$ cat src/eom_pkg.sv
// shared constants and carrier types for the e1 multiframe overhead receive block
package eom_pkg;
  // ------------------------------------------------------------
  // register offsets
  // ------------------------------------------------------------
  localparam logic [7:0] OFS_CRC_CNT   = 8'h84;
  localparam logic [7:0] OFS_CODE      = 8'h85;
  localparam logic [7:0] OFS_STATUS    = 8'h86;
  localparam logic [7:0] OFS_OFFSET    = 8'h87;
  localparam logic [7:0] OFS_SRC_SEL   = 8'hb0;
  localparam logic [7:0] OFS_CTRL2     = 8'hb1;
  localparam logic [7:0] OFS_BUF_ONE   = 8'hb2;
  localparam logic [7:0] OFS_BUF_ZERO  = 8'hb4;
  // ------------------------------------------------------------
  // field positions
  // ------------------------------------------------------------
  localparam int SEL_SA4 = 0;
  localparam int SEL_SA5 = 1;
  localparam int SEL_SA6 = 2;
  localparam int SEL_UNUSED = 3;
  localparam int SEL_SA7 = 4;
  localparam int SEL_SA8 = 5;
  localparam int SEL_E_LO = 6;
  localparam int CTRL2_CRC_CLR = 7;
  localparam int BUF1_SA4 = 0;
  localparam int BUF1_SA7 = 1;
  localparam int BUF1_SA8 = 2;
  localparam int BUF1_MASK_A = 4;
  localparam int BUF1_MASK_SA5 = 5;
  localparam int BUF1_MASK_SA6 = 6;
  localparam int BUF0_E_LO = 0;
  localparam int BUF0_SA5 = 2;
  localparam int BUF0_SA6_LO = 4;
  localparam int TS0_SI = 7;
  localparam int TS0_A = 5;
  localparam int TS0_SA4 = 4;
  localparam int TS0_SA5 = 3;
  localparam int TS0_SA6 = 2;
  localparam int TS0_SA7 = 1;
  localparam int TS0_SA8 = 0;
  // ------------------------------------------------------------
  // reset values and counts
  // ------------------------------------------------------------
  localparam logic [7:0] RST_REG   = 8'h00;
  localparam logic [7:0] SEL_WMASK = 8'hf7;
  localparam logic [3:0] RUN_FULL  = 4'h8;
  localparam logic [3:0] MAJ_MIN   = 4'h5;
  localparam logic [3:0] FRM_E1    = 4'hd;
  localparam logic [3:0] FRM_SUB1  = 4'h7;
  localparam logic [3:0] FRM_LAST  = 4'hf;
  localparam logic [1:0] E_PASS    = 2'h0;
  localparam logic [1:0] E_BUF     = 2'h1;
  localparam logic [1:0] E_AUTO    = 2'h2;
  // ------------------------------------------------------------
  // carriers
  // ------------------------------------------------------------
  typedef struct packed {
    logic       valid;
    logic [3:0] frame;
    logic [7:0] ts0;
  } eom_ts0_t;
  typedef struct packed {
    logic       valid;
    logic       second;
    logic [3:0] rx;
    logic [3:0] calc;
  } eom_crc_t;
  typedef struct packed {
    logic [7:0] cnt;
    logic [7:0] code;
    logic [1:0] crc_fail;
    logic [2:0] sa_maj;
    logic       synced;
    logic [3:0] offset;
    logic [7:0] sel_wr;
    logic [7:0] sel_act;
    logic [7:0] ctrl2_wr;
    logic       clr_act;
    logic [7:0] buf1;
    logic [7:0] buf0;
    logic [3:0] ones4;
    logic [3:0] ones7;
    logic [3:0] ones8;
    logic       a_acc;
    logic       s5_acc;
    logic [3:0] s6_acc;
    logic       a_cand;
    logic [3:0] a_run;
    logic       s5_cand;
    logic [3:0] s5_run;
    logic [3:0] s6_cand;
    logic [3:0] s6_run;
    logic [1:0] e_rx;
    logic       out_valid;
    logic [7:0] out_ts0;
    logic [1:0] e_out;
    logic [7:0] rdata;
  } eom_st_t;
endpackage : eom_pkg

$ cat src/eom_rx.sv
// receive-side e1 crc4 multiframe overhead monitor and substitution block
// ------------------------------------------------------------
// Summary of operation
// - crc4 mismatch count register refreshes twice every multiframe.
// - counter advances by one on each received versus computed crc4 mismatch.
// - counter wraps from 255 to zero.
// - counter cleared or counting according to clear bit in control register two.
// - clear bit 0 counts normally, 1 holds counter at zero.
// - in-band code field updates only after 8 identical submultiframes.
// - a masked in-band code field is not updated.
// - code register holds a in bit 0, sa5 bit 1, sa6 nibble bits 4-7.
// - status bit 0 and 1 report crc result of submultiframes 1 and 2.
// - sa4, sa7, sa8 status take the value seen 5 or more times.
// - status bit 7 reads 1 while multiframe sync is achieved.
// - offset register low nibble holds frame number where sync was achieved.
// - sa4, sa7, sa8 toward pcm pass through or come from bits buffer 1.
// - sa5, sa6 toward pcm pass through or come from bits buffer 0.
// - e-bit mode 00 pass, 01 buffer 0, 10 automatic, 11 illegal.
// - automatic e-bit is 0 on failed crc4 check, 1 on pass.
// - source select write applies from the next multiframe boundary.
// ------------------------------------------------------------
`timescale 1ns/100ps
module eom_rx (
  input  wire logic             clk,        // 125 mhz clock
  input  wire logic             rst_b,      // synchronous reset, active low
  input  wire logic [7:0]       mpu_addr,   // register address
  input  wire logic             mpu_wr,     // write strobe, one cycle
  input  wire logic             mpu_rd,     // read strobe, one cycle
  input  wire logic [7:0]       mpu_wdata,  // write data
  output logic      [7:0]       mpu_rdata,  // read data, one cycle after strobe
  input  wire eom_pkg::eom_ts0_t rx_ts0,    // received slot 0 byte and frame number
  input  wire eom_pkg::eom_crc_t rx_crc,    // per-submultiframe crc4 comparison
  input  wire logic             sync_locked, // multiframe sync machine locked
  input  wire logic [3:0]       sync_frame, // relative frame at which lock came
  output eom_pkg::eom_ts0_t     pcm_ts0,    // slot 0 byte sent toward pcm
  output logic      [1:0]       hdsl_e_bits // e2:e1 sent toward hdsl
);
  // ------------------------------------------------------------
  // state
  // ------------------------------------------------------------
  eom_pkg::eom_st_t s_q;
  eom_pkg::eom_st_t s_d;

  // counts how many submultiframes in a row one in-band field has kept its value
  function automatic logic [3:0] run_next(input logic same, input logic [3:0] run);
    if (!same) begin
      run_next = 4'h1;
    end else if (run == eom_pkg::RUN_FULL) begin
      run_next = run;
    end else begin
      run_next = run + 4'h1;
    end
  endfunction : run_next

  // majority of eight samples; a 4/4 tie keeps the old value
  function automatic logic maj(input logic [3:0] ones, input logic old);
    if (ones >= eom_pkg::MAJ_MIN) begin
      maj = 1'b1;
    end else if (ones <= (4'h8 - eom_pkg::MAJ_MIN)) begin
      maj = 1'b0;
    end else begin
      maj = old;
    end
  endfunction : maj

  logic       nfas;
  logic       mf_start;
  logic       sub_end;
  logic [1:0] slot;
  logic [7:0] sub_bits;
  logic [1:0] e_mode;
  logic [7:0] byte_out;

  assign nfas     = rx_ts0.valid & rx_ts0.frame[0];
  assign mf_start = rx_ts0.valid & (rx_ts0.frame == 4'h0);
  assign sub_end  = nfas & ((rx_ts0.frame == eom_pkg::FRM_SUB1) |
                            (rx_ts0.frame == eom_pkg::FRM_LAST));
  assign slot     = rx_ts0.frame[2:1];
  assign e_mode   = s_q.sel_act[eom_pkg::SEL_E_LO +: 2];

  always_comb begin
    s_d       = s_q;
    sub_bits  = 8'h00;
    byte_out  = rx_ts0.ts0;
    // ------------------------------------------------------------
    // register writes
    // ------------------------------------------------------------
    if (mpu_wr) begin
      unique case (mpu_addr)
        eom_pkg::OFS_SRC_SEL:  s_d.sel_wr   = mpu_wdata & eom_pkg::SEL_WMASK;
        eom_pkg::OFS_CTRL2:    s_d.ctrl2_wr = mpu_wdata;
        eom_pkg::OFS_BUF_ONE:  s_d.buf1     = mpu_wdata & 8'h77;
        eom_pkg::OFS_BUF_ZERO: s_d.buf0     = mpu_wdata;
        default: ;
      endcase
    end
    // reads return stored values only, nothing is cleared on read
    if (mpu_rd) begin
      unique case (mpu_addr)
        eom_pkg::OFS_CRC_CNT:  s_d.rdata = s_q.cnt;
        eom_pkg::OFS_CODE:     s_d.rdata = s_q.code;
        eom_pkg::OFS_STATUS:   s_d.rdata = {s_q.synced, s_q.sa_maj, 2'b00, s_q.crc_fail};
        eom_pkg::OFS_OFFSET:   s_d.rdata = {4'h0, s_q.offset};
        eom_pkg::OFS_SRC_SEL:  s_d.rdata = s_q.sel_wr;
        eom_pkg::OFS_CTRL2:    s_d.rdata = s_q.ctrl2_wr;
        eom_pkg::OFS_BUF_ONE:  s_d.rdata = s_q.buf1;
        eom_pkg::OFS_BUF_ZERO: s_d.rdata = s_q.buf0;
        default:               s_d.rdata = 8'h00;
      endcase
    end
    // ------------------------------------------------------------
    // multiframe boundary: control takes effect here
    // ------------------------------------------------------------
    if (mf_start) begin
      s_d.sel_act = s_q.sel_wr;
      s_d.clr_act = s_q.ctrl2_wr[eom_pkg::CTRL2_CRC_CLR];
    end
    // ------------------------------------------------------------
    // crc4 mismatch counter and per-submultiframe result
    // ------------------------------------------------------------
    if (s_q.clr_act) begin
      s_d.cnt = 8'h00;
    end else if (rx_crc.valid && (rx_crc.rx != rx_crc.calc)) begin
      s_d.cnt = s_q.cnt + 8'h01;
    end
    if (rx_crc.valid) begin
      s_d.crc_fail[rx_crc.second] = (rx_crc.rx != rx_crc.calc);
    end
    // ------------------------------------------------------------
    // sync status; offset is caught on the lock edge
    // ------------------------------------------------------------
    s_d.synced = sync_locked;
    if (sync_locked && !s_q.synced) begin
      s_d.offset = sync_frame;
    end
    // ------------------------------------------------------------
    // spare bit capture on odd (non-alignment) frames
    // ------------------------------------------------------------
    if (nfas) begin
      s_d.ones4 = s_q.ones4 + {3'b000, rx_ts0.ts0[eom_pkg::TS0_SA4]};
      s_d.ones7 = s_q.ones7 + {3'b000, rx_ts0.ts0[eom_pkg::TS0_SA7]};
      s_d.ones8 = s_q.ones8 + {3'b000, rx_ts0.ts0[eom_pkg::TS0_SA8]};
      s_d.a_acc = rx_ts0.ts0[eom_pkg::TS0_A];
      s_d.s5_acc = rx_ts0.ts0[eom_pkg::TS0_SA5];
      s_d.s6_acc[slot] = rx_ts0.ts0[eom_pkg::TS0_SA6];
      if (rx_ts0.frame == eom_pkg::FRM_E1) begin
        s_d.e_rx[0] = rx_ts0.ts0[eom_pkg::TS0_SI];
      end
      if (rx_ts0.frame == eom_pkg::FRM_LAST) begin
        s_d.e_rx[1] = rx_ts0.ts0[eom_pkg::TS0_SI];
      end
    end
    if (sub_end) begin
      sub_bits = {s_d.s6_acc, 2'b00, s_d.s5_acc, s_d.a_acc};
      s_d.a_run   = run_next(sub_bits[0] == s_q.a_cand, s_q.a_run);
      s_d.s5_run  = run_next(sub_bits[1] == s_q.s5_cand, s_q.s5_run);
      s_d.s6_run  = run_next(sub_bits[7:4] == s_q.s6_cand, s_q.s6_run);
      s_d.a_cand  = sub_bits[0];
      s_d.s5_cand = sub_bits[1];
      s_d.s6_cand = sub_bits[7:4];
      if (s_d.a_run == eom_pkg::RUN_FULL && !s_q.buf1[eom_pkg::BUF1_MASK_A]) begin
        s_d.code[0] = sub_bits[0];
      end
      if (s_d.s5_run == eom_pkg::RUN_FULL && !s_q.buf1[eom_pkg::BUF1_MASK_SA5]) begin
        s_d.code[1] = sub_bits[1];
      end
      if (s_d.s6_run == eom_pkg::RUN_FULL && !s_q.buf1[eom_pkg::BUF1_MASK_SA6]) begin
        s_d.code[7:4] = sub_bits[7:4];
      end
    end
    // majority over the eight odd frames of the multiframe
    if (nfas && rx_ts0.frame == eom_pkg::FRM_LAST) begin
      s_d.sa_maj[0] = maj(s_d.ones4, s_q.sa_maj[0]);
      s_d.sa_maj[1] = maj(s_d.ones7, s_q.sa_maj[1]);
      s_d.sa_maj[2] = maj(s_d.ones8, s_q.sa_maj[2]);
      s_d.ones4 = 4'h0;
      s_d.ones7 = 4'h0;
      s_d.ones8 = 4'h0;
      // e-bits toward hdsl refresh once per multiframe
      unique case (e_mode)
        eom_pkg::E_PASS: s_d.e_out = s_d.e_rx;
        eom_pkg::E_BUF:  s_d.e_out = s_q.buf0[eom_pkg::BUF0_E_LO +: 2];
        eom_pkg::E_AUTO: s_d.e_out = ~s_d.crc_fail;
        default:         s_d.e_out = s_q.e_out;
      endcase
    end
    // ------------------------------------------------------------
    // slot 0 toward pcm with spare bit substitution
    // ------------------------------------------------------------
    if (nfas) begin
      if (s_q.sel_act[eom_pkg::SEL_SA4]) begin
        byte_out[eom_pkg::TS0_SA4] = s_q.buf1[eom_pkg::BUF1_SA4];
      end
      if (s_q.sel_act[eom_pkg::SEL_SA7]) begin
        byte_out[eom_pkg::TS0_SA7] = s_q.buf1[eom_pkg::BUF1_SA7];
      end
      if (s_q.sel_act[eom_pkg::SEL_SA8]) begin
        byte_out[eom_pkg::TS0_SA8] = s_q.buf1[eom_pkg::BUF1_SA8];
      end
      if (s_q.sel_act[eom_pkg::SEL_SA5]) begin
        byte_out[eom_pkg::TS0_SA5] = s_q.buf0[eom_pkg::BUF0_SA5];
      end
      if (s_q.sel_act[eom_pkg::SEL_SA6]) begin
        byte_out[eom_pkg::TS0_SA6] = s_q.buf0[eom_pkg::BUF0_SA6_LO + slot];
      end
    end
    s_d.out_valid = rx_ts0.valid;
    if (rx_ts0.valid) begin
      s_d.out_ts0 = byte_out;
    end
  end

  always_ff @(posedge clk) begin
    if (!rst_b) begin
      s_q <= '0;
    end else begin
      s_q <= s_d;
    end
  end

  assign mpu_rdata     = s_q.rdata;
  assign pcm_ts0.valid = s_q.out_valid;
  assign pcm_ts0.frame = 4'h0;
  assign pcm_ts0.ts0   = s_q.out_ts0;
  assign hdsl_e_bits   = s_q.e_out;

  // ------------------------------------------------------------
  // checks
  // ------------------------------------------------------------
  logic mism;
  assign mism = rx_crc.valid && (rx_crc.rx != rx_crc.calc);
  // frame 15 slot 0 closes the multiframe: majority and e-bits settle here
  logic       mf_last;
  logic [3:0] ones4_now;
  assign mf_last   = nfas & (rx_ts0.frame == eom_pkg::FRM_LAST);
  assign ones4_now = s_q.ones4 + {3'b000, rx_ts0.ts0[eom_pkg::TS0_SA4]};

  cnt_advance_a: assert property (@(posedge clk) disable iff (!rst_b)
    mism && !s_q.clr_act |=> s_q.cnt == $past(s_q.cnt) + 8'h01)
    else $error("crc mismatch count did not advance by one");
  cnt_hold_a: assert property (@(posedge clk) disable iff (!rst_b)
    !mism && !s_q.clr_act |=> s_q.cnt == $past(s_q.cnt))
    else $error("crc mismatch count moved without a mismatch");
  cnt_clear_a: assert property (@(posedge clk) disable iff (!rst_b)
    s_q.clr_act |=> s_q.cnt == 8'h00)
    else $error("crc mismatch count not held clear");
  crc_result_a: assert property (@(posedge clk) disable iff (!rst_b)
    rx_crc.valid && !rx_crc.second |=> s_q.crc_fail[0] == $past(mism))
    else $error("submultiframe one crc result wrong");
  sync_bit_a: assert property (@(posedge clk) disable iff (!rst_b)
    sync_locked ##1 sync_locked |=> s_q.synced)
    else $error("synced status not reported");
  offset_catch_a: assert property (@(posedge clk) disable iff (!rst_b)
    sync_locked && !s_q.synced |=> s_q.offset == $past(sync_frame))
    else $error("sync offset not captured at lock");
  sel_boundary_a: assert property (@(posedge clk) disable iff (!rst_b)
    !mf_start |=> s_q.sel_act == $past(s_q.sel_act))
    else $error("source select changed away from a boundary");
  auto_ebit_a: assert property (@(posedge clk) disable iff (!rst_b)
    nfas && rx_ts0.frame == eom_pkg::FRM_LAST && e_mode == eom_pkg::E_AUTO && !rx_crc.valid
    |=> s_q.e_out == ~s_q.crc_fail)
    else $error("automatic e-bits do not follow crc result");
  sa4_pass_a: assert property (@(posedge clk) disable iff (!rst_b)
    nfas && !s_q.sel_act[eom_pkg::SEL_SA4]
    |=> s_q.out_ts0[eom_pkg::TS0_SA4] == $past(rx_ts0.ts0[eom_pkg::TS0_SA4]))
    else $error("sa4 not passed through");
  read_quiet_a: assert property (@(posedge clk) disable iff (!rst_b)
    mpu_rd && !mpu_wr && !rx_crc.valid && !rx_ts0.valid && !s_q.clr_act
    |=> s_q.cnt == $past(s_q.cnt) && s_q.code == $past(s_q.code))
    else $error("register read disturbed state");
  cnt_wrap_a: assert property (@(posedge clk) disable iff (!rst_b)
    mism && !s_q.clr_act && (&s_q.cnt) |=> s_q.cnt == 8'h00)
    else $error("crc mismatch count did not wrap to zero");
  clr_arm_a: assert property (@(posedge clk) disable iff (!rst_b)
    mf_start |=> s_q.clr_act == $past(s_q.ctrl2_wr[eom_pkg::CTRL2_CRC_CLR]))
    else $error("counter clear bit not taken at the boundary");
  crc_second_a: assert property (@(posedge clk) disable iff (!rst_b)
    rx_crc.valid && rx_crc.second |=> s_q.crc_fail[1] == $past(mism))
    else $error("submultiframe two crc result wrong");
  sync_off_a: assert property (@(posedge clk) disable iff (!rst_b)
    !sync_locked |=> !s_q.synced)
    else $error("synced status reported without lock");
  code_only_a: assert property (@(posedge clk) disable iff (!rst_b)
    !sub_end |=> $stable(s_q.code))
    else $error("in-band code moved away from a submultiframe end");
  code_fresh_a: assert property (@(posedge clk) disable iff (!rst_b)
    sub_end && rx_ts0.ts0[eom_pkg::TS0_A] != s_q.a_cand |=> $stable(s_q.code[0]))
    else $error("a freshly changed a bit was adopted");
  code_mask_a: assert property (@(posedge clk) disable iff (!rst_b)
    sub_end && s_q.buf1[eom_pkg::BUF1_MASK_A] |=> $stable(s_q.code[0]))
    else $error("masked a bit field was updated");
  code_adopt_a: assert property (@(posedge clk) disable iff (!rst_b)
    sub_end && s_q.a_run == eom_pkg::RUN_FULL && !s_q.buf1[eom_pkg::BUF1_MASK_A] &&
    rx_ts0.ts0[eom_pkg::TS0_A] == s_q.a_cand
    |=> s_q.code[0] == $past(rx_ts0.ts0[eom_pkg::TS0_A]))
    else $error("persistent a bit not placed in code bit 0");
  maj_hold_a: assert property (@(posedge clk) disable iff (!rst_b)
    !mf_last |=> $stable(s_q.sa_maj))
    else $error("spare majority moved away from frame 15");
  maj_one_a: assert property (@(posedge clk) disable iff (!rst_b)
    mf_last && ones4_now >= eom_pkg::MAJ_MIN |=> s_q.sa_maj[0])
    else $error("sa4 majority of ones not reported");
  maj_zero_a: assert property (@(posedge clk) disable iff (!rst_b)
    mf_last && ones4_now + eom_pkg::MAJ_MIN <= 4'h8 |=> !s_q.sa_maj[0])
    else $error("sa4 majority of zeros not reported");
  sa5_sub_a: assert property (@(posedge clk) disable iff (!rst_b)
    nfas && s_q.sel_act[eom_pkg::SEL_SA5]
    |=> s_q.out_ts0[eom_pkg::TS0_SA5] == $past(s_q.buf0[eom_pkg::BUF0_SA5]))
    else $error("sa5 not taken from buffer zero");
  sa6_sub_a: assert property (@(posedge clk) disable iff (!rst_b)
    nfas && s_q.sel_act[eom_pkg::SEL_SA6]
    |=> s_q.out_ts0[eom_pkg::TS0_SA6] == $past(s_q.buf0[eom_pkg::BUF0_SA6_LO + slot]))
    else $error("sa6 not taken from buffer zero");
  sa7_sub_a: assert property (@(posedge clk) disable iff (!rst_b)
    nfas && s_q.sel_act[eom_pkg::SEL_SA7]
    |=> s_q.out_ts0[eom_pkg::TS0_SA7] == $past(s_q.buf1[eom_pkg::BUF1_SA7]))
    else $error("sa7 not taken from buffer one");
  sa8_sub_a: assert property (@(posedge clk) disable iff (!rst_b)
    nfas && s_q.sel_act[eom_pkg::SEL_SA8]
    |=> s_q.out_ts0[eom_pkg::TS0_SA8] == $past(s_q.buf1[eom_pkg::BUF1_SA8]))
    else $error("sa8 not taken from buffer one");
  even_pass_a: assert property (@(posedge clk) disable iff (!rst_b)
    rx_ts0.valid && !nfas |=> s_q.out_ts0 == $past(rx_ts0.ts0))
    else $error("alignment frame byte altered");
  ebuf_mode_a: assert property (@(posedge clk) disable iff (!rst_b)
    mf_last && e_mode == eom_pkg::E_BUF
    |=> s_q.e_out == $past(s_q.buf0[eom_pkg::BUF0_E_LO +: 2]))
    else $error("e-bits not taken from buffer zero");
  epass_mode_a: assert property (@(posedge clk) disable iff (!rst_b)
    mf_last && e_mode == eom_pkg::E_PASS
    |=> s_q.e_out == {$past(rx_ts0.ts0[eom_pkg::TS0_SI]), $past(s_q.e_rx[0])})
    else $error("e-bits not passed through");
  eill_mode_a: assert property (@(posedge clk) disable iff (!rst_b)
    mf_last && (&e_mode) |=> $stable(s_q.e_out))
    else $error("illegal e-bit mode changed the e-bits");

  cnt_wrap_c: cover property (@(posedge clk) disable iff (!rst_b)
    s_q.cnt == 8'hff ##1 s_q.cnt == 8'h00);
  code_upd_c: cover property (@(posedge clk) disable iff (!rst_b)
    s_q.code != $past(s_q.code));
  auto_mode_c: cover property (@(posedge clk) disable iff (!rst_b)
    mf_start && s_q.sel_wr[eom_pkg::SEL_E_LO +: 2] == eom_pkg::E_AUTO);
  lock_c: cover property (@(posedge clk) disable iff (!rst_b)
    !s_q.synced ##1 s_q.synced);
endmodule : eom_rx

$ cat config.mk
export PLATFORM = sky130hd
export DESIGN_NAME = eom_rx
export DESIGN_NICKNAME = d
export VERILOG_FILES = /design/src/eom_pkg.sv /design/src/eom_rx.sv
export SDC_FILE = /design/constraint.sdc
export NUM_CORES = 1
export LEC_CHECK = 0
export BUFFER_PORTS_ARGS = -buffer_cell sky130_fd_sc_hd__buf_2
export CAP_MARGIN = 0
export CORE_MARGIN = 10
export CORE_UTILIZATION = 45
export CTS_CLUSTER_SIZE = 40
export DETAILED_ROUTE_END_ITERATION = 10
export PLACE_DENSITY = 0.66
export SYNTH_ARGS = -nofsm -noshare
export SYNTH_HDL_FRONTEND = slang
export SYNTH_SLANG_ARGS = --single-unit
export TNS_END_PERCENT = 5
$ cat constraint.sdc
create_clock -name clk -period 2.45 [get_ports clk]
set_input_delay 0 -clock clk [delete_from_list [all_inputs] [get_ports clk]]
set_output_delay 0 -clock clk [all_outputs]
set_load 0.1 [all_outputs]
Yosys cells after proc, flatten, opt, wreduce, memory -nomap -nowiden
Index checks and enable logic that the tools add are counted.
Word-level totals
  input bits: 48
  output and inout bits: 23
  word-level logic and storage cells: 148
  register bits after elaboration: 118
Operators by class
  equal/unequal tests: 23
  $lt $le $gt $ge: 11
  add/subtract/negate cells: 8
  muxes and demuxes: 36
  bitwise operators: 6
  reductions and logical operators: 31
Operator list (count)
  8-bit == test, second input constant: 8
  8-bit case mux with 8 select lines: 1
  4-bit two-way mux: 9
  4-bit == test, second input constant: 8
  2-bit AND reduction: 11
  18-bit two-way mux: 1
  1-bit two-way mux: 16
  4-bit by 1-bit adder with 4-bit output: 3
  4-bit by 1-bit adder with 4-bit output, second input constant: 3
  4-bit by 3-bit >= comparator with 1-bit output, second input constant: 3
  4-bit by 2-bit <= comparator with 1-bit output, second input constant: 3
  8-bit by 1-bit adder with 8-bit output, second input constant: 1
  1-bit logical AND: 8
  2-bit case mux with 3 select lines: 1
  2-bit nonzero test: 3
  5-bit two-way mux: 1
  3-bit by 2-bit adder with 4-bit output, first input constant: 1
  4-bit bitwise mux: 1
  4-bit by 3-bit == test with 1-bit output, second input constant: 1
  4-bit == test: 1
  1-bit zero test: 4
  4-bit zero test: 1
  4-bit less-than comparator, second input constant: 1
  2-bit two-way mux: 2
  other kinds (19): 23

Depth between registers and ports, before layout
Gate-level depths: netlist of run 1.
  depth after elaboration: 12
  depth in mapped cells: 8
  mapped depth without buffers: 7

Least setup slack after synthesis of run 1
No wires, ideal clock.
  kind: register -> register
  start: register s_q[21] in the netlist's numbering
  end: register s_q[112] in the netlist's numbering
  setup slack: 0.531 ns
  path buffers: 0
  setup time: 0.123 ns
  arrival: 1.796 ns
  required time: 2.327 ns
  stages on the path, launching flop included: 8
  clock period less this slack: 1.919 ns
  cells stage by stage: dfxtp_1 -> inv_1 -> ha_1 -> mux2_1 -> mux2i_1 -> a21oi_1 -> and4bb_4 -> mux2_1
Between the ends
  longest elaborated chain between the ends: 7
  elaborated cells on any way between the ends: 8
  classes of those cells: 1 x add/sub; 2 x eq/ne; 3 x mux; 2 x reduce/logical
RTL lines
  start, declared: line eom_rx.sv:41  | eom_pkg::eom_st_t s_q;
  start signal, assigned: line eom_rx.sv:215  | s_q <= '0;
  start signal, assigned: line eom_rx.sv:217  | s_q <= s_d;
  4-bit by 1-bit adder with 4-bit output / 4-bit == test (equally long branches): line eom_rx.sv:51, eom_rx.sv:48
  4-bit two-way mux (*): line eom_rx.sv:48  | end else if (run == eom_pkg::RUN_FULL) begin
  4-bit two-way mux (*): line eom_rx.sv:46  | if (!same) begin
  4-bit two-way mux (*): line eom_rx.sv:153  | if (sub_end) begin
  4-bit == test (*): line eom_rx.sv:167  | if (s_d.s6_run == eom_pkg::RUN_FULL && !s_q.buf1[eom_pkg::BUF1_MASK_SA6]) begin
  1-bit logical AND (*): line eom_rx.sv:167
  2-bit AND reduction (no source line) (*)
Every way passes the cells marked *; elsewhere a longest branch is shown, timed or not. The select of a mux whose other input is x is not followed.
A chain may end at the register's enable or synchronous reset.

Worst setup path after layout of run 1
  start: register s_q[21] in the netlist's numbering
  end: register s_q[115] in the netlist's numbering
Same word-level chain as after synthesis.

==> reports/metrics.csv, run 1 <==
metric,value,unit
multi_input_area,3140,µm²
timing.final.crit_period,2100,ps
drtIter0Drc,434,
tns,0,ps
place_congestion,0.865,
dr.pass1.iters,5,
layout-drive-gt1-share,16.7,%
critPathBufInv,1,
die_y,134,µm
cts_htree_levels,4,
clock_sinks,117,
synthFlopType,dfxtp_1,
synthArstFlopShare,0,%
drv_cap,0,
cp_top_family,multiplexers,
path_class,reg2reg,
vias_per_cell,5.50,
p_leak,3.02,nW
crit_required,2740,ps
die_w,134,µm
peakVddDrop,483,µV
slew_viol_final,0,
cp-end-kind,flop,
final_cell_count_no_fill,921,
final_antenna_net_count,0,
antenna_cells,0,
status,finished clean,
netlist_area,5830,µm²
grt_max_degree,28,
reg2reg_slack,350,ps
drcViolationCount,0,
cts_tree,built,
wl,15500,µm
dp_cells,861,
fin_nets,800,
cts_resized,0,
power_density,711,nW/µm²
syn_to_final_growth,20.8,%
cts_buffer_depth,2,
clock_skew,7.30,ps
dieArea,17900,µm²
fin_crit_sh,85.8,%
path_clk_slew,50,ps
clock_latency,420,ps
cp-start-kind,flop,
path_cells,"inv_1, ha_1, mux2_1, mux2i_1, a21oi_1, and4bb_4, mux2_1",
num_vias,5066,
grt_pass1_vias,4970,
avgSynthCellArea,8.76,µm²
grt_overflow,0,
final.fill_count,1176,
fmax,0.476,GHz
synth_edf_count,0,
hold_violations,0,
slew_headroom,59.7,%
setup_viol,0,
wl_per_cell,16.8,µm
ys_warn_count,0,
ys_seq_area_share,40.1,%
cp.arrival,2400,ps
fp.coreArea,12700,µm²
cts_root_buf,clkbuf_16,
slowest_delay,420,ps
rsz0062_at_grt,no,
row_count,41,
cp_max_fo,7,
yosysUniqueCellTypes,59,
seqCellArea,2340,µm²
ioPinCount,71,
netlist_instances,666,
crit_slowest_cell,dfxtp_1,
worst_pin_slew,601,ps
grt.total_usage,17.4,%
path_common_cell,mux2_1,
cts_buffers,17,
hpwl,11000,µm
start_util,46.0,%
antenna_found_initial,0,
hold_class,in2reg,
grt_first_pass_wirelength,25200,µm
synth.ff_latch_count,117,
port_buffers,66,
[power by group]
group / switching [W] / total, W / internal (W)
logic: 0.000299 / 0.000443 / 0.000144
clock network: 0.000872 / 0.00260 / 0.00173
registers: 0.0000269 / 0.00196 / 0.00194
total: 0.00120 / 0.00501 / 0.00381
[cell usage in the layout, fill, tap and decap left out, types with 3 or more instances in the layout]
| cell type | count |
|---|---|
| nor3_1 | 11 |
| a311oi_1 | 4 |
| a21oi_1 | 49 |
| nor2b_1 | 7 |
| bufinv_16 | 3 |
| ha_1 | 16 |
| nand2_1 | 98 |
| a221oi_1 | 5 |
| mux2_1 | 7 |
| mux4_2 | 3 |
| dfxtp_1 | 117 |
| and2_1 | 9 |
| conb_1 | 4 |
| nand3b_1 | 4 |
| and3_1 | 4 |
| mux2i_1 | 49 |
| o21ai_1 | 11 |
| clkinv_2 | 3 |
| nand4_1 | 10 |
| o21ai_0 | 6 |
| a22oi_1 | 3 |
| a22o_1 | 3 |
| xnor2_1 | 8 |
| clkbuf_8 | 5 |
| clkbuf_16 | 17 |
| o211a_1 | 5 |
| nor2_1 | 72 |
| buf_2 | 66 |
| buf_4 | 10 |
| xor2_1 | 19 |
| nand3_1 | 39 |
| dlygate4sd3_1 | 28 |
| inv_1 | 9 |
| a2111oi_0 | 3 |
[tightest hold or removal path, cell delays in order]
cell	delay [ps]
buf_2	190
nand3_1	120
a311oi_1	80
[per-layer routing]
layer | track usage, % | up-vias | share of wire (%)
li1 | - | 2452 | -
met1 | 21.3 | 2418 | 44
met2 | 28.3 | 174 | 48
met3 | 4.48 | 22 | 6.1
met4 | 7.19 | 0 | 1.9
met5 | 0 | - | 0
[cells in the mapped netlist, drive strengths merged (4+ instances only)]
cell / count / area share, %
o21ai: 17 / 1.5
nor2b: 7 / 0.75
nand3b: 4 / 0.51
a21oi: 49 / 4.2
buf: 38 / 4.3
xnor2: 8 / 1.2
xor2: 19 / 2.9
clkbuf: 18 / 1.2
a221oi: 5 / 0.75
and2: 9 / 0.96
mux2: 7 / 1.4
and3: 4 / 0.43
dfxtp: 117 / 40
nand2: 98 / 6.3
mux2i: 49 / 8.4
nor3: 13 / 1.5
ha: 16 / 3.4
a311oi: 4 / 0.60
nor2: 72 / 4.6
nand3: 43 / 4.3
o211a: 5 / 0.86
nand4: 10 / 1.1
inv: 11 / 0.71
[flip-flops by register name (all words and copies together) (netlist names)]
| register | count |
|---|---|
| e_mode | 2 |
| s_q | 96 |
| hdsl_e_bits | 2 |
| pcm_ts0 | 9 |
| mpu_rdata | 8 |
[repair_timing]
item,in CTS,in global routing
buffers inserted,0,0
hold buffers,28,0
hold endpoints to repair,69,0
[per-stage QoR]
stage | area, µm² | worst slack, ps | power, W | hold slack (ps) | utilization, %
6_report | 7050 | 348 | 0.00501 | 21.1 | 55.6
3_5_place_dp | 6150 | 362 | 0.00241 | 235 | 48.5
4_1_cts | 7050 | 346 | 0.00504 | 0.341 | 55.6
5_1_grt | 7050 | 250 | 0.00515 | 33.7 | 55.6
2_1_floorplan | 5850 | 531 | 0.00230 | 122 | -
3_3_place_gp | 6150 | 468 | 0.00240 | 221 | 48.5
[layout make-up]
cell class | count | share of cell area [%]
Timing Repair Buffer | 104 | 9.73
Clock inverter | 8 | 1.70
Tap cell | 172 | 3.05
Clock buffer | 24 | 7.12
Inverter | 11 | 0.586
Sequential cell | 117 | 33.2
Multi-Input combinational cell | 485 | 44.6
[cells by family (layout without fill, tap and decap cells)]
family / count (synthesis) / in the layout / share of synthesized area (%)
AOI/OAI and AO/OA: 104 / 104 / 11.5
xor gates and xnor gates: 27 / 27 / 4.05
adders and majority gates: 16 / 16 / 3.43
buffers and inverters: 67 / 147 / 6.20
DFF: 117 / 117 / 40.1
muxes: 59 / 59 / 10.9
other: 1 / 4 / 0.0643
and+or+nand+nor: 275 / 275 / 23.7
[final timing paths]
path | start | end | cells after the start
setup / recovery | s_q[21] | s_q[115] | 7
hold / removal | rx_ts0[8] | pcm_ts0[1] | 3
setup reg to reg | s_q[21] | s_q[115] | 7
hold reg to reg | mpu_rdata[3] | mpu_rdata[3] | 2
No activity file was read; power rests on OpenSTA's default activity.
==> run 2: changes to the inputs <==
--- a/config.mk
+++ b/config.mk
@@ -11,7 +11,7 @@
 export CORE_UTILIZATION = 45
 export CTS_CLUSTER_SIZE = 40
 export DETAILED_ROUTE_END_ITERATION = 10
-export PLACE_DENSITY = 0.66
+export PLACE_DENSITY = 0.69
 export SYNTH_ARGS = -nofsm -noshare
 export SYNTH_HDL_FRONTEND = slang
 export SYNTH_SLANG_ARGS = --single-unit
==> constraint.sdc (replaced) <==
create_clock -name clk -period 1.8 [get_ports clk]
set_input_delay 0 -clock clk [delete_from_list [all_inputs] [get_ports clk]]
set_output_delay 0 -clock clk [all_outputs]
set_load 0.1 [all_outputs]
==> run 2 against run 1 <==
Compared with the run above:
- die area is the same
- first-iteration DRC count increased by 5.5%
- maximum frequency grew 19%
- total power rose by 40%
==> reports/metrics.csv, run 2 (same netlist as run 1, synthesis figures left out) <==
metric,value,unit,change
place_congestion,0.898,,was 0.865
wl,15500,µm,about the same
switchingPower,0.00162,W,was 0.00120 W
wl_met2,7380,µm,was 7450 µm
pwr-share-seq,38.1,%,was 39.2%
die_y,134,µm,unchanged
vias_per_cell,5.36,,was 5.50
fp.coreArea,12700,µm²,unchanged
worst_pin_slew,866,ps,was 601 ps
drtIter0Drc,458,,was 434
final_cell_count_no_fill,934,,was 921
power.share.combinational,8.8,%,about the same
path_clk_slew,50,ps,about the same
rsz0062_at_grt,yes,,was no
slew_headroom,42.2,%,was 59.7%
drcViolationCount,0,,unchanged
internal_power,0.00540,W,was 0.00381 W
clock_skew,5.01,ps,was 7.30 ps
cp-start-kind,flop,,unchanged
clock_latency,420,ps,about the same
fin_nets,813,,was 800
grt_max_degree,27,,was 28
hold_violations,0,,unchanged
max_flop_register,s_q,,unchanged
layout_common_cells,"dfxtp_1 (113), nand2_1 (98), nor2_1 (72), buf_2 (66)",,"was dfxtp_1 (117), nand2_1 (98), nor2_1 (72), buf_2 (66)"
num_vias,5008,,"was 5,066"
setup_viol,0,,unchanged
setup_ws,26.9,ps,was 348 ps
cp_max_fo,4,,was 7
cp.arrival,2070,ps,was 2400 ps
cts_tree,built,,unchanged
layout-drive-gt1-share,19.6,%,was 16.7%
grt_first_pass_wirelength,25200,µm,unchanged
dr.pass1.iters,5,,unchanged
antenna_cells,0,,unchanged
place_ws,-29.9,ps,was 362 ps
final_antenna_net_count,0,,unchanged
cts_root_buf,clkbuf_16,,unchanged
timing.final.crit_period,1770,ps,was 2100 ps
row_count,41,,unchanged
grt_overflow,0,,unchanged
cp-end-kind,flop,,unchanged
status,finished clean,,unchanged
final_common_cell,dfxtp_1,,unchanged
wl_per_cell,16.6,µm,was 16.8 µm
clock_sinks,117,,unchanged
fmax,0.564,GHz,was 0.476 GHz
grt.total_usage,17.4,%,about the same
dieArea,17900,µm²,unchanged
power_density,974,nW/µm²,was 711 nW/µm²
dr_wl_met3,986,µm,was 945 µm
hold_class,in2reg,,unchanged
drv_cap,0,,unchanged
grt_pass1_vias,5027,,"was 4,970"
dpl_cell_area,6240,µm²,was 6150 µm²
fin_crit_sh,98.5,%,was 85.8%
port_buffers,66,,unchanged
ioPinCount,71,,unchanged
crit_required,2100,ps,was 2740 ps
cts_buffer_depth,2,,unchanged
cts_buffers,17,,unchanged
dp_cells,873,,was 861
largest_register_ff_count,96,,unchanged
path_class,reg2reg,,unchanged
syn_to_final_growth,23.6,%,was 20.8%
peakVddDrop,596,µV,was 483 µV
die_w,134,µm,unchanged
met1_length,6910,µm,was 6770 µm
antenna_found_initial,0,,unchanged
p_leak,3.11,nW,was 3.02 nW
cts_htree_levels,4,,unchanged
hpwl,11400,µm,"was 11,000 µm"
start_util,46.0,%,unchanged
p_sw_share,23.0,%,was 23.9%
routed.top_layer,met4,,unchanged
final_cell_area,7210,µm²,was 7050 µm²
power_frac_clock,53.1,%,was 51.9%
power,0.00702,W,was 0.00501 W
slew_viol_final,0,,unchanged
[run 2: cell count changes in the layout (fill, tap and decap cells not counted), moves of 2 or more]
cell,delta
buf_4,+13
mux2_1,-5
mux2_4,+5
dfxtp_1,-4
dfxtp_2,+4
bufinv_16,+2
clkbuf_8,-2
inv_1,-2
inv_2,+2
[run 2: power by group through the flow]
stage,combinational (W),sequential (W),clock (W)
4_1_cts,0.000619,0.00267,0.00375
3_3_place_gp,0.000552,0.00272,0
2_1_floorplan,0.000418,0.00271,0
3_5_place_dp,0.000566,0.00273,0
6_report,0.000620,0.00267,0.00373
5_1_grt,0.000668,0.00268,0.00388
[run 2: through the flow]
stage          hold slack [ps]  setup TNS (ps)  utilization, %
2_1_floorplan              122               0               -
5_1_grt                   31.0            -106            56.9
3_3_place_gp               217               0            49.3
3_5_place_dp               239           -83.3            49.3
4_1_cts                   10.8           -12.9            56.9
6_report                  17.1               0            56.9
[run 2: timing repair]
action                                 CTS  global route
endpoints found under the hold margin   65             0
gates resized for setup                  8             2
pin swaps                                3             2
setup endpoints to repair                4             6
hold buffers                            28             0
setup buffers                            1             0
[run 2: final cells by class]
cell class / instances / area (µm²)
Fill cell: 1105 / 5460
Clock inverter: 9 / 173
Multi-Input combinational cell: 485 / 3170
Sequential cell: 117 / 2350
Timing Repair Buffer: 117 / 783
Clock buffer: 23 / 478
Inverter: 11 / 41.3
Tap cell: 172 / 215
[run 2: worst paths after layout]
check | from | to | slack [ps] | depth (start not counted)
min reg2reg | mpu_rdata[1] | mpu_rdata[1] | 450 | 2
max reg2reg | s_q[22] | s_q[115] | 30 | 7
min | mpu_addr[4] | mpu_rdata[3] | 20 | 4
max | s_q[22] | s_q[115] | 30 | 7
[run 2: worst max-delay path: stages, from the launching register on]
cell and delay [ps]:
dfxtp_2 330, inv_2 40, ha_4 150, mux2_4 260
mux2i_1 140, a21oi_1 70, and4bb_4 350, mux2_4 310
[run 2: layer usage]
layer / GRT usage, % / vias up
met2: 28.1 / 149
met3: 4.74 / 19
met4: 6.47 / 0
met5: 0 / -
met1: 21.5 / 2377
li1: - / 2463
